$ cat src/hsf_pkg.sv
// Constants, types and register map of the hot-swap fault sequencer
package hsf_pkg;

    // Timebase
    localparam int CLK_PERIOD_NS = 25;
    localparam int SHORT_TICK_NS = 32000;
    localparam int LONG_TICK_NS = 128000;
    localparam int SHORT_TICK_CYC = SHORT_TICK_NS / CLK_PERIOD_NS;
    localparam int LONG_TICK_CYC = LONG_TICK_NS / CLK_PERIOD_NS;
    localparam int TICK_W = 13;

    // Current-limit duration, rounded up to whole ticks
    localparam int SHORT_LIMIT_NS = 500000;
    localparam int LONG_LIMIT_NS = 2000000;
    localparam int SHORT_LIMIT_TICKS = (SHORT_LIMIT_NS + SHORT_TICK_NS - 1) / SHORT_TICK_NS;
    localparam int LONG_LIMIT_TICKS = (LONG_LIMIT_NS + LONG_TICK_NS - 1) / LONG_TICK_NS;
    localparam int INTEG_W = 6;

    // Decay is this many times slower than the rise
    localparam int DECAY_RATIO = 128;
    localparam int DECAY_W = 7;

    // Restart holdoff in ticks
    localparam int HOLDOFF_TICKS_DEF = 16;
    localparam int HOLD_W = 8;

    // Register map
    localparam int ADDR_W = 4;
    localparam int DATA_W = 32;
    localparam logic [ADDR_W-1:0] REG_CTRL = 4'h0;
    localparam logic [ADDR_W-1:0] REG_STATUS = 4'h4;
    localparam logic [ADDR_W-1:0] REG_MASK = 4'h8;
    localparam logic [ADDR_W-1:0] REG_STATE = 4'hC;
    localparam int CTRL_EN_BIT = 0;
    localparam logic CTRL_EN_RST = 1'h1;

    // Event bits, shared by status and mask
    localparam int EV_W = 4;
    localparam int EV_OC = 0;
    localparam int EV_OT = 1;
    localparam int EV_PG = 2;
    localparam int EV_UV = 3;
    localparam logic [EV_W-1:0] MASK_RST = 4'h0;

    // State register layout
    localparam int ST_DRIVE_BIT = 0;
    localparam int ST_PG_BIT = 1;
    localparam int ST_FSM_LSB = 4;
    localparam int ST_INTEG_LSB = 8;

    localparam int NUM_FLAGS = 8;

    // Comparator flags, all from the analog front end
    typedef struct packed {
        logic supply_low_sense;
        logic supply_high_sense;
        logic lockout_clear;
        logic sense_below_trip;
        logic limit_trip;
        logic overtemp;
        logic drain_low;
        logic gate_full;
    } hsf_flags_t;

    typedef enum logic [2:0] {
        ST_OFF = 3'h0,
        ST_ON = 3'h1,
        ST_HOLD = 3'h2,
        ST_LATCH = 3'h3
    } hsf_state_t;

endpackage

$ cat src/hsf_sequencer.sv
// Fault sequencer: start-up gating, overcurrent integrator, thermal and restart handling
// Functional notes
// (RQ1) Drive on only when all start conditions hold
// (RQ2) Any fault forces drive off at once
// (RQ3) Integrator counts up per overcurrent tick
// (RQ4) Overcurrent shorter than tick counts one tick
// (RQ5) Integrator at duration limit raises overcurrent fault
// (RQ6) Integrator decays 128 times slower than rise
// (RQ7) Duty above 1/128 eventually faults
// (RQ8) Overtemperature forces drive off, thermal fault
// (RQ9) Autoretry holds off after thermal fault
// (RQ10) Autoretry restarts only after overtemperature clears
// (RQ11) Latched thermal fault cleared by sense toggle
// (RQ12) Latched restart still waits the holdoff
// (RQ13) Autoretry restarts after overcurrent holdoff
// (RQ14) Latched overcurrent cleared by sense toggle only
// (RQ15) Power good on drain low, off only undervoltage; code also needs gate_full and drops it on lockout, hold or latch
// (RQ16) Lockout keeps drive off regardless of sense
// (RQ17) Variants and holdoff are build parameters
// (RQ18) Flags synchronised, all state cleared on reset; code resets ctrl enable to 1 and power good output to its inactive level
`timescale 1ns/1ps
module hsf_sequencer
    import hsf_pkg::*;
#(
    parameter bit LONG_DURATION = 1'b0,
    parameter bit LATCHED = 1'b0,
    parameter bit PG_ACTIVE_HIGH = 1'b0,
    parameter int LONG_TICK_CYCLES = LONG_TICK_CYC,
    parameter int HOLDOFF_TICKS = HOLDOFF_TICKS_DEF
) (
    // Clock and reset
    input wire logic clock_i,
    input wire logic rst_n_i,
    // Comparator flags
    input wire hsf_flags_t flags_i,
    // Register port
    input wire logic [ADDR_W-1:0] reg_addr_i,
    input wire logic [DATA_W-1:0] reg_wdata_i,
    input wire logic reg_wr_i,
    input wire logic reg_rd_i,
    output logic [DATA_W-1:0] reg_rdata_o,
    // Outputs
    output logic drive_en_o,
    output logic power_good_out_o,
    output logic irq_o
);

    ////////////////////////////////////////////////////////////////////////////
    // Input synchronisers
    localparam int TICK_CYC = LONG_DURATION ? LONG_TICK_CYCLES : SHORT_TICK_CYC; // [RQ17]
    localparam int LIMIT_TICKS = LONG_DURATION ? LONG_LIMIT_TICKS : SHORT_LIMIT_TICKS;
    localparam logic [TICK_W-1:0] TICK_LAST = TICK_W'(TICK_CYC - 1);
    localparam logic [INTEG_W-1:0] INTEG_LIMIT = INTEG_W'(LIMIT_TICKS);
    localparam logic [DECAY_W-1:0] DECAY_LAST = DECAY_W'(DECAY_RATIO - 1);
    localparam logic [HOLD_W-1:0] HOLD_LAST = HOLD_W'(HOLDOFF_TICKS);

    logic [NUM_FLAGS-1:0] s1_reg, s2_reg, s3_reg, flt_reg;
    logic [NUM_FLAGS-1:0] s1_next, s2_next, s3_next, flt_next;
    hsf_flags_t flt;

    always_comb begin
        s1_next = flags_i;
        s2_next = s1_reg;
        s3_next = s2_reg;
    end

    genvar gi;
    generate
        for (gi = 0; gi < NUM_FLAGS; gi++) begin : g_filt
            assign flt_next[gi] = (s2_reg[gi] == s3_reg[gi]) ? s2_reg[gi] : flt_reg[gi]; // [RQ18]
        end
    endgenerate

    always_ff @(posedge clock_i) begin
        if (!rst_n_i) begin
            s1_reg <= '0;
            s2_reg <= '0;
            s3_reg <= '0;
            flt_reg <= '0;
        end else begin
            s1_reg <= s1_next;
            s2_reg <= s2_next;
            s3_reg <= s3_next;
            flt_reg <= flt_next;
        end
    end

    assign flt = hsf_flags_t'(flt_reg);

    ////////////////////////////////////////////////////////////////////////////
    // Timebase and overcurrent integrator
    logic [TICK_W-1:0] tick_cnt_reg, tick_cnt_next;
    logic [INTEG_W-1:0] integ_reg, integ_next;
    logic [DECAY_W-1:0] decay_reg, decay_next;
    logic oc_seen_reg, oc_seen_next;
    logic tick;
    logic oc_fault;
    hsf_state_t state_reg, state_next;

    always_comb begin
        tick = (tick_cnt_reg == TICK_LAST);
        tick_cnt_next = tick ? '0 : tick_cnt_reg + 1'b1;
        integ_next = integ_reg;
        decay_next = decay_reg;
        oc_fault = 1'b0;
        // Any trip inside a tick window is held to the tick edge
        oc_seen_next = oc_seen_reg | flt.limit_trip; // [RQ4]
        if (tick) begin
            oc_seen_next = flt.limit_trip;
        end
        if (state_reg != ST_ON) begin
            integ_next = '0;
            decay_next = '0;
        end else if (tick) begin
            if (oc_seen_reg) begin
                integ_next = integ_reg + 1'b1; // [RQ3]
                decay_next = '0;
                if (integ_next >= INTEG_LIMIT) begin
                    oc_fault = 1'b1; // [RQ5] [RQ7]
                end
            end else if (integ_reg != '0) begin
                decay_next = decay_reg + 1'b1;
                if (decay_reg == DECAY_LAST) begin
                    integ_next = integ_reg - 1'b1; // [RQ6]
                end
            end
        end
    end

    always_ff @(posedge clock_i) begin
        if (!rst_n_i) begin
            tick_cnt_reg <= '0;
            integ_reg <= '0;
            decay_reg <= '0;
            oc_seen_reg <= 1'b0;
        end else begin
            tick_cnt_reg <= tick_cnt_next;
            integ_reg <= integ_next;
            decay_reg <= decay_next;
            oc_seen_reg <= oc_seen_next;
        end
    end

    ////////////////////////////////////////////////////////////////////////////
    // Switch sequencing
    logic [HOLD_W-1:0] hold_reg, hold_next;
    logic uv_low_seen_reg, uv_low_seen_next;
    logic drive_reg, drive_next;
    logic pg_reg, pg_next;
    logic pg_out_reg, pg_out_next;
    logic sw_enable;
    logic run_ok;
    logic start_ok;
    logic ot_event, uv_event;

    always_comb begin
        run_ok = flt.supply_low_sense && !flt.supply_high_sense
                 && flt.lockout_clear && sw_enable; // [RQ16]
        start_ok = run_ok && flt.sense_below_trip; // [RQ1]
        state_next = state_reg;
        hold_next = hold_reg;
        uv_low_seen_next = uv_low_seen_reg;
        ot_event = 1'b0;
        uv_event = 1'b0;
        case (state_reg)
            ST_OFF: begin
                if (start_ok && !flt.overtemp) begin
                    state_next = ST_ON;
                end
            end
            ST_ON: begin
                if (flt.overtemp) begin
                    ot_event = 1'b1; // [RQ8]
                    state_next = LATCHED ? ST_LATCH : ST_HOLD;
                end else if (oc_fault) begin
                    state_next = LATCHED ? ST_LATCH : ST_HOLD; // [RQ2]
                end else if (!run_ok) begin
                    uv_event = !flt.supply_low_sense;
                    state_next = ST_OFF;
                end
                hold_next = '0;
                uv_low_seen_next = 1'b0;
            end
            ST_HOLD: begin
                if (tick && hold_reg != HOLD_LAST) begin
                    hold_next = hold_reg + 1'b1; // [RQ9] [RQ12]
                end
                if (hold_reg == HOLD_LAST && !flt.overtemp) begin
                    state_next = ST_OFF; // [RQ10] [RQ13]
                end
            end
            ST_LATCH: begin
                if (!flt.supply_low_sense) begin
                    uv_low_seen_next = 1'b1;
                end else if (uv_low_seen_reg) begin
                    state_next = ST_HOLD; // [RQ11] [RQ14]
                    hold_next = '0;
                end
            end
            default: begin
                state_next = ST_OFF;
            end
        endcase
        // Drive only while staying on, so faults drop it the next edge
        drive_next = (state_next == ST_ON); // [RQ2]
        pg_next = pg_reg;
        if (!flt.supply_low_sense || !flt.lockout_clear
            || state_reg == ST_HOLD || state_reg == ST_LATCH) begin
            pg_next = 1'b0; // [RQ15]
        end else if (state_reg == ST_ON && flt.drain_low && flt.gate_full) begin
            pg_next = 1'b1; // [RQ15]
        end
        pg_out_next = PG_ACTIVE_HIGH ? pg_next : !pg_next; // [RQ17]
    end

    always_ff @(posedge clock_i) begin
        if (!rst_n_i) begin
            state_reg <= ST_OFF;
            hold_reg <= '0;
            uv_low_seen_reg <= 1'b0;
            drive_reg <= 1'b0;
            pg_reg <= 1'b0;
            pg_out_reg <= !PG_ACTIVE_HIGH;
        end else begin
            state_reg <= state_next;
            hold_reg <= hold_next;
            uv_low_seen_reg <= uv_low_seen_next;
            drive_reg <= drive_next;
            pg_reg <= pg_next;
            pg_out_reg <= pg_out_next;
        end
    end

    assign drive_en_o = drive_reg;
    assign power_good_out_o = pg_out_reg;

    ////////////////////////////////////////////////////////////////////////////
    // Register port and interrupt
    logic ctrl_en_reg, ctrl_en_next;
    logic [EV_W-1:0] status_reg, status_next;
    logic [EV_W-1:0] mask_reg, mask_next;
    logic [DATA_W-1:0] rdata_reg, rdata_next;
    logic [EV_W-1:0] events;

    always_comb begin
        events = '0;
        events[EV_OC] = oc_fault && state_reg == ST_ON && !flt.overtemp;
        events[EV_OT] = ot_event;
        events[EV_PG] = pg_next && !pg_reg;
        events[EV_UV] = uv_event;
        ctrl_en_next = ctrl_en_reg;
        mask_next = mask_reg;
        status_next = status_reg;
        if (reg_wr_i) begin
            case (reg_addr_i)
                REG_CTRL: ctrl_en_next = reg_wdata_i[CTRL_EN_BIT];
                REG_STATUS: status_next = status_reg & ~reg_wdata_i[EV_W-1:0];
                REG_MASK: mask_next = reg_wdata_i[EV_W-1:0];
                default: ;
            endcase
        end
        // A new event wins over a clear in the same cycle
        status_next = status_next | events;
        rdata_next = '0;
        if (reg_rd_i) begin
            case (reg_addr_i)
                REG_CTRL: rdata_next[CTRL_EN_BIT] = ctrl_en_reg;
                REG_STATUS: rdata_next[EV_W-1:0] = status_reg;
                REG_MASK: rdata_next[EV_W-1:0] = mask_reg;
                REG_STATE: begin
                    rdata_next[ST_DRIVE_BIT] = drive_reg;
                    rdata_next[ST_PG_BIT] = pg_reg;
                    rdata_next[ST_FSM_LSB +: 3] = state_reg;
                    rdata_next[ST_INTEG_LSB +: INTEG_W] = integ_reg;
                end
                default: rdata_next = '0;
            endcase
        end
    end

    always_ff @(posedge clock_i) begin
        if (!rst_n_i) begin
            ctrl_en_reg <= CTRL_EN_RST;
            status_reg <= '0;
            mask_reg <= MASK_RST;
            rdata_reg <= '0;
        end else begin
            ctrl_en_reg <= ctrl_en_next;
            status_reg <= status_next;
            mask_reg <= mask_next;
            rdata_reg <= rdata_next;
        end
    end

    assign sw_enable = ctrl_en_reg;
    assign reg_rdata_o = rdata_reg;
    assign irq_o = |(status_reg & mask_reg);

endmodule // hsf_sequencer

$ cat config.mk
export PLATFORM = sky130hd
export DESIGN_NAME = hsf_sequencer
export DESIGN_NICKNAME = d
export VERILOG_FILES = /design/src/hsf_pkg.sv /design/src/hsf_sequencer.sv
export SDC_FILE = /design/constraint.sdc
export NUM_CORES = 1
export LEC_CHECK = 0
export BUFFER_PORTS_ARGS = -buffer_cell sky130_fd_sc_hd__buf_4
export CAP_MARGIN = 40
export CORE_MARGIN = 2
export CORE_UTILIZATION = 40
export DETAILED_ROUTE_END_ITERATION = 10
export SYNTH_ARGS = -nofsm -noshare
export SYNTH_HDL_FRONTEND = slang
export SYNTH_SLANG_ARGS = --single-unit
$ cat constraint.sdc
create_clock -name clock_i -period 2.3 [get_ports clock_i]
set_input_delay 0 -clock clock_i [delete_from_list [all_inputs] [get_ports clock_i]]
set_output_delay 0 -clock clock_i [all_outputs]
set_load 0.01 [all_outputs]
==> results.json <==
{
  "outcome": "complete, no violations",
  "ys_types": 50,
  "cp.arrival_ns": 2.49,
  "cts.sinks": 96,
  "final_nets": 563,
  "first_pass_iters": 4,
  "slew_viol_final": 0,
  "timing.final.crit_share": 0.957,
  "hold_path_depth": 2,
  "setup_viol": 0,
  "drt_iter0_drc": 110,
  "fin_area_um2": 4860,
  "max_slew.worst_pin.slew_ns": 0.629,
  "route.vias.total": 3204,
  "worstSetupEndpointType": "flip-flop",
  "syn2layout_area_growth_pct": 19.7,
  "vias_per_cell": 4.96,
  "totalWireLength_um": 7640,
  "place_congestion": 0.768,
  "die_y_um": 105,
  "wire_per_inst_um": 11.8,
  "syn_area_um2": 4060,
  "final-seq-area_um2": 1920,
  "grt_overflow_total": 0,
  "synth-seq-area-share": 0.474,
  "avgSynthCellArea_um2": 9.10,
  "slew_headroom": 0.576,
  "final_cell_mix": "dfxtp_1, buf_4, nand2_1",
  "drtAntennaViolNets": 0,
  "period_needed_ns": 2.20,
  "dp_hpwl_um": 5370,
  "grt_usage": 0.149,
  "post_route_cells_drive_above_1_share": 0.152,
  "layout_setup_ws_ns": 0.0992,
  "yosys_warnings": 0,
  "post-place-ws_ns": 0.0632,
  "hold_viol_final": 0,
  "n_fill_cell": 942,
  "port_buffers": 35,
  "setup_tns_ns": 0,
  "numCtsBuffers": 9,
  "grt_pass1_vias": 2976,
  "ios": 83,
  "fmax_mhz": 454,
  "synth_cells": 446,
  "r2r_cells": 5,
  "start_util": 0.413,
  "antenna_cells": 0,
  "clock_skew_ns": 0.0107,
  "path_clk_slew_ns": 0.09,
  "dp.cells": 614,
  "cap_violations": 0,
  "p_per_area_nw_per_um2": 607,
  "clockRootBuffer": "clkbuf_8",
  "worstPathMaxFanout": 28,
  "required_ns": 2.59,
  "rows": 36,
  "synth-async-reset-ratio": 0,
  "die_w_um": 105,
  "multi_input_area_um2": 1960,
  "irDropWorstVdd_uv": 285,
  "hold_class": "in -> reg",
  "criticalPathCategory": "reg -> reg",
  "p_leak_nw": 1.86,
  "clk-insertion-delay-late_ns": 0.35,
  "grt_pass1_wl_um": 13500,
  "final_util": 0.495,
  "core_um2": 9820,
  "start_kind": "flip-flop",
  "final_common_cell": "dfxtp_1",
  "cts_buffer_depth": 2,
  "die_area_um2": 11000,
  "fin_cells": 646,
  "synth_edf_count": 0,
  "cts_tree": "done",
  "yosys_most_used_dff": "dfxtp_1",
  "post_dp_cell_area_um2": 4480,
  "drc_errors": 0,
  "antenna_found_initial": 0,
  "grt_max_degree": 37,
  "rsz0062_at_grt": "no",
  "ys_seq_elements": 96,
  "htree_num_levels": 3
}
critical path: stages (launching register included):
cell and delay (ns):
dfxtp_1 0.34, or4b_4 0.52, or4_4 0.44, buf_12 0.18
or4_1 0.51, a21oi_1 0.15
per-layer routing:
| metal | up-vias | wire length, um | track usage |
|---|---|---|---|
| li1 | 1652 | - | - |
| met1 | 1482 | 3810 | 0.194 |
| met2 | 64 | 3460 | 0.236 |
| met3 | 6 | 291 | 0.0293 |
| met4 | 0 | 80 | 0.0724 |
| met5 | - | 0 | 0 |
what timing repair did:
action,CTS,global route
setup endpoints to repair,0,5
hold buffers,16,0
resized for setup,0,2
setup buffers,0,0
hold endpoints to repair,21,0
layout make-up:
type,count,area share
clock inverter,6,0.0137
tap,133,0.0343
inverter,12,0.00928
timing repair buffer,67,0.114
multi-input combinational,322,0.404
sequential,96,0.396
clock buffer,10,0.0283
logic make-up (layout without fill, tap and decap cells):
family | after synthesis | count (layout) | synth area share
muxes | 17 | 17 | 0.0453
buffers and inverters | 47 | 95 | 0.0620
other | 1 | 20 | 0.000924
xor gates and xnor gates | 13 | 13 | 0.0281
and+or+nand+nor | 185 | 185 | 0.238
adders and majority gates | 7 | 7 | 0.0216
DFF | 96 | 96 | 0.474
AOI/OAI and AO/OA | 80 | 80 | 0.130
cell usage after synthesis, types with 10 or more instances:
cell type	number	area share
nand3_1	13	0.016
nor3_1	15	0.019
mux2i_1	15	0.037
clkbuf_1	12	0.011
a21oi_1	20	0.025
nand2_1	41	0.038
nor2_1	34	0.031
dfxtp_1	96	0.47
o21ai_0	16	0.020
xnor2_1	10	0.022
buf_4	19	0.035
nand2b_1	10	0.015
and2_1	30	0.046
inv_1	12	0.011
final timing paths:
| path | slack, ns | startpoint | endpoint |
|---|---|---|---|
| worst max-delay path | 0.1 | tick_cnt_reg[11]$_SDFF_PP0_ | hold_reg[3]$_SDFFE_PN0P_ |
| worst min-delay path | 0.08 | rst_n_i | s2_reg[1]$_SDFF_PN0_ |
| worst max register to register | 0.1 | tick_cnt_reg[11]$_SDFF_PP0_ | hold_reg[3]$_SDFFE_PN0P_ |
| worst min register to register | 0.44 | s1_reg[4]$_SDFF_PN0_ | s2_reg[4]$_SDFF_PN0_ |
metrics by stage:
step,power [mW],hold WS (ns)
after global routing,3.09,0.0808
after global placement,1.84,0.206
after detailed placement,1.85,0.212
after CTS,2.99,0.0613
after floorplan,1.82,0.125
final,2.95,0.0758
power by group:
group	switching, mW	leakage, nW	total, mW	internal [mW]
combinational	0.0659	0.970	0.130	0.0646
clock	0.583	0.107	1.12	0.539
sequential	0.0116	0.778	1.70	1.68
total	0.660	1.86	2.95	2.29
No activity file was read; power rests on OpenSTA's default activity.
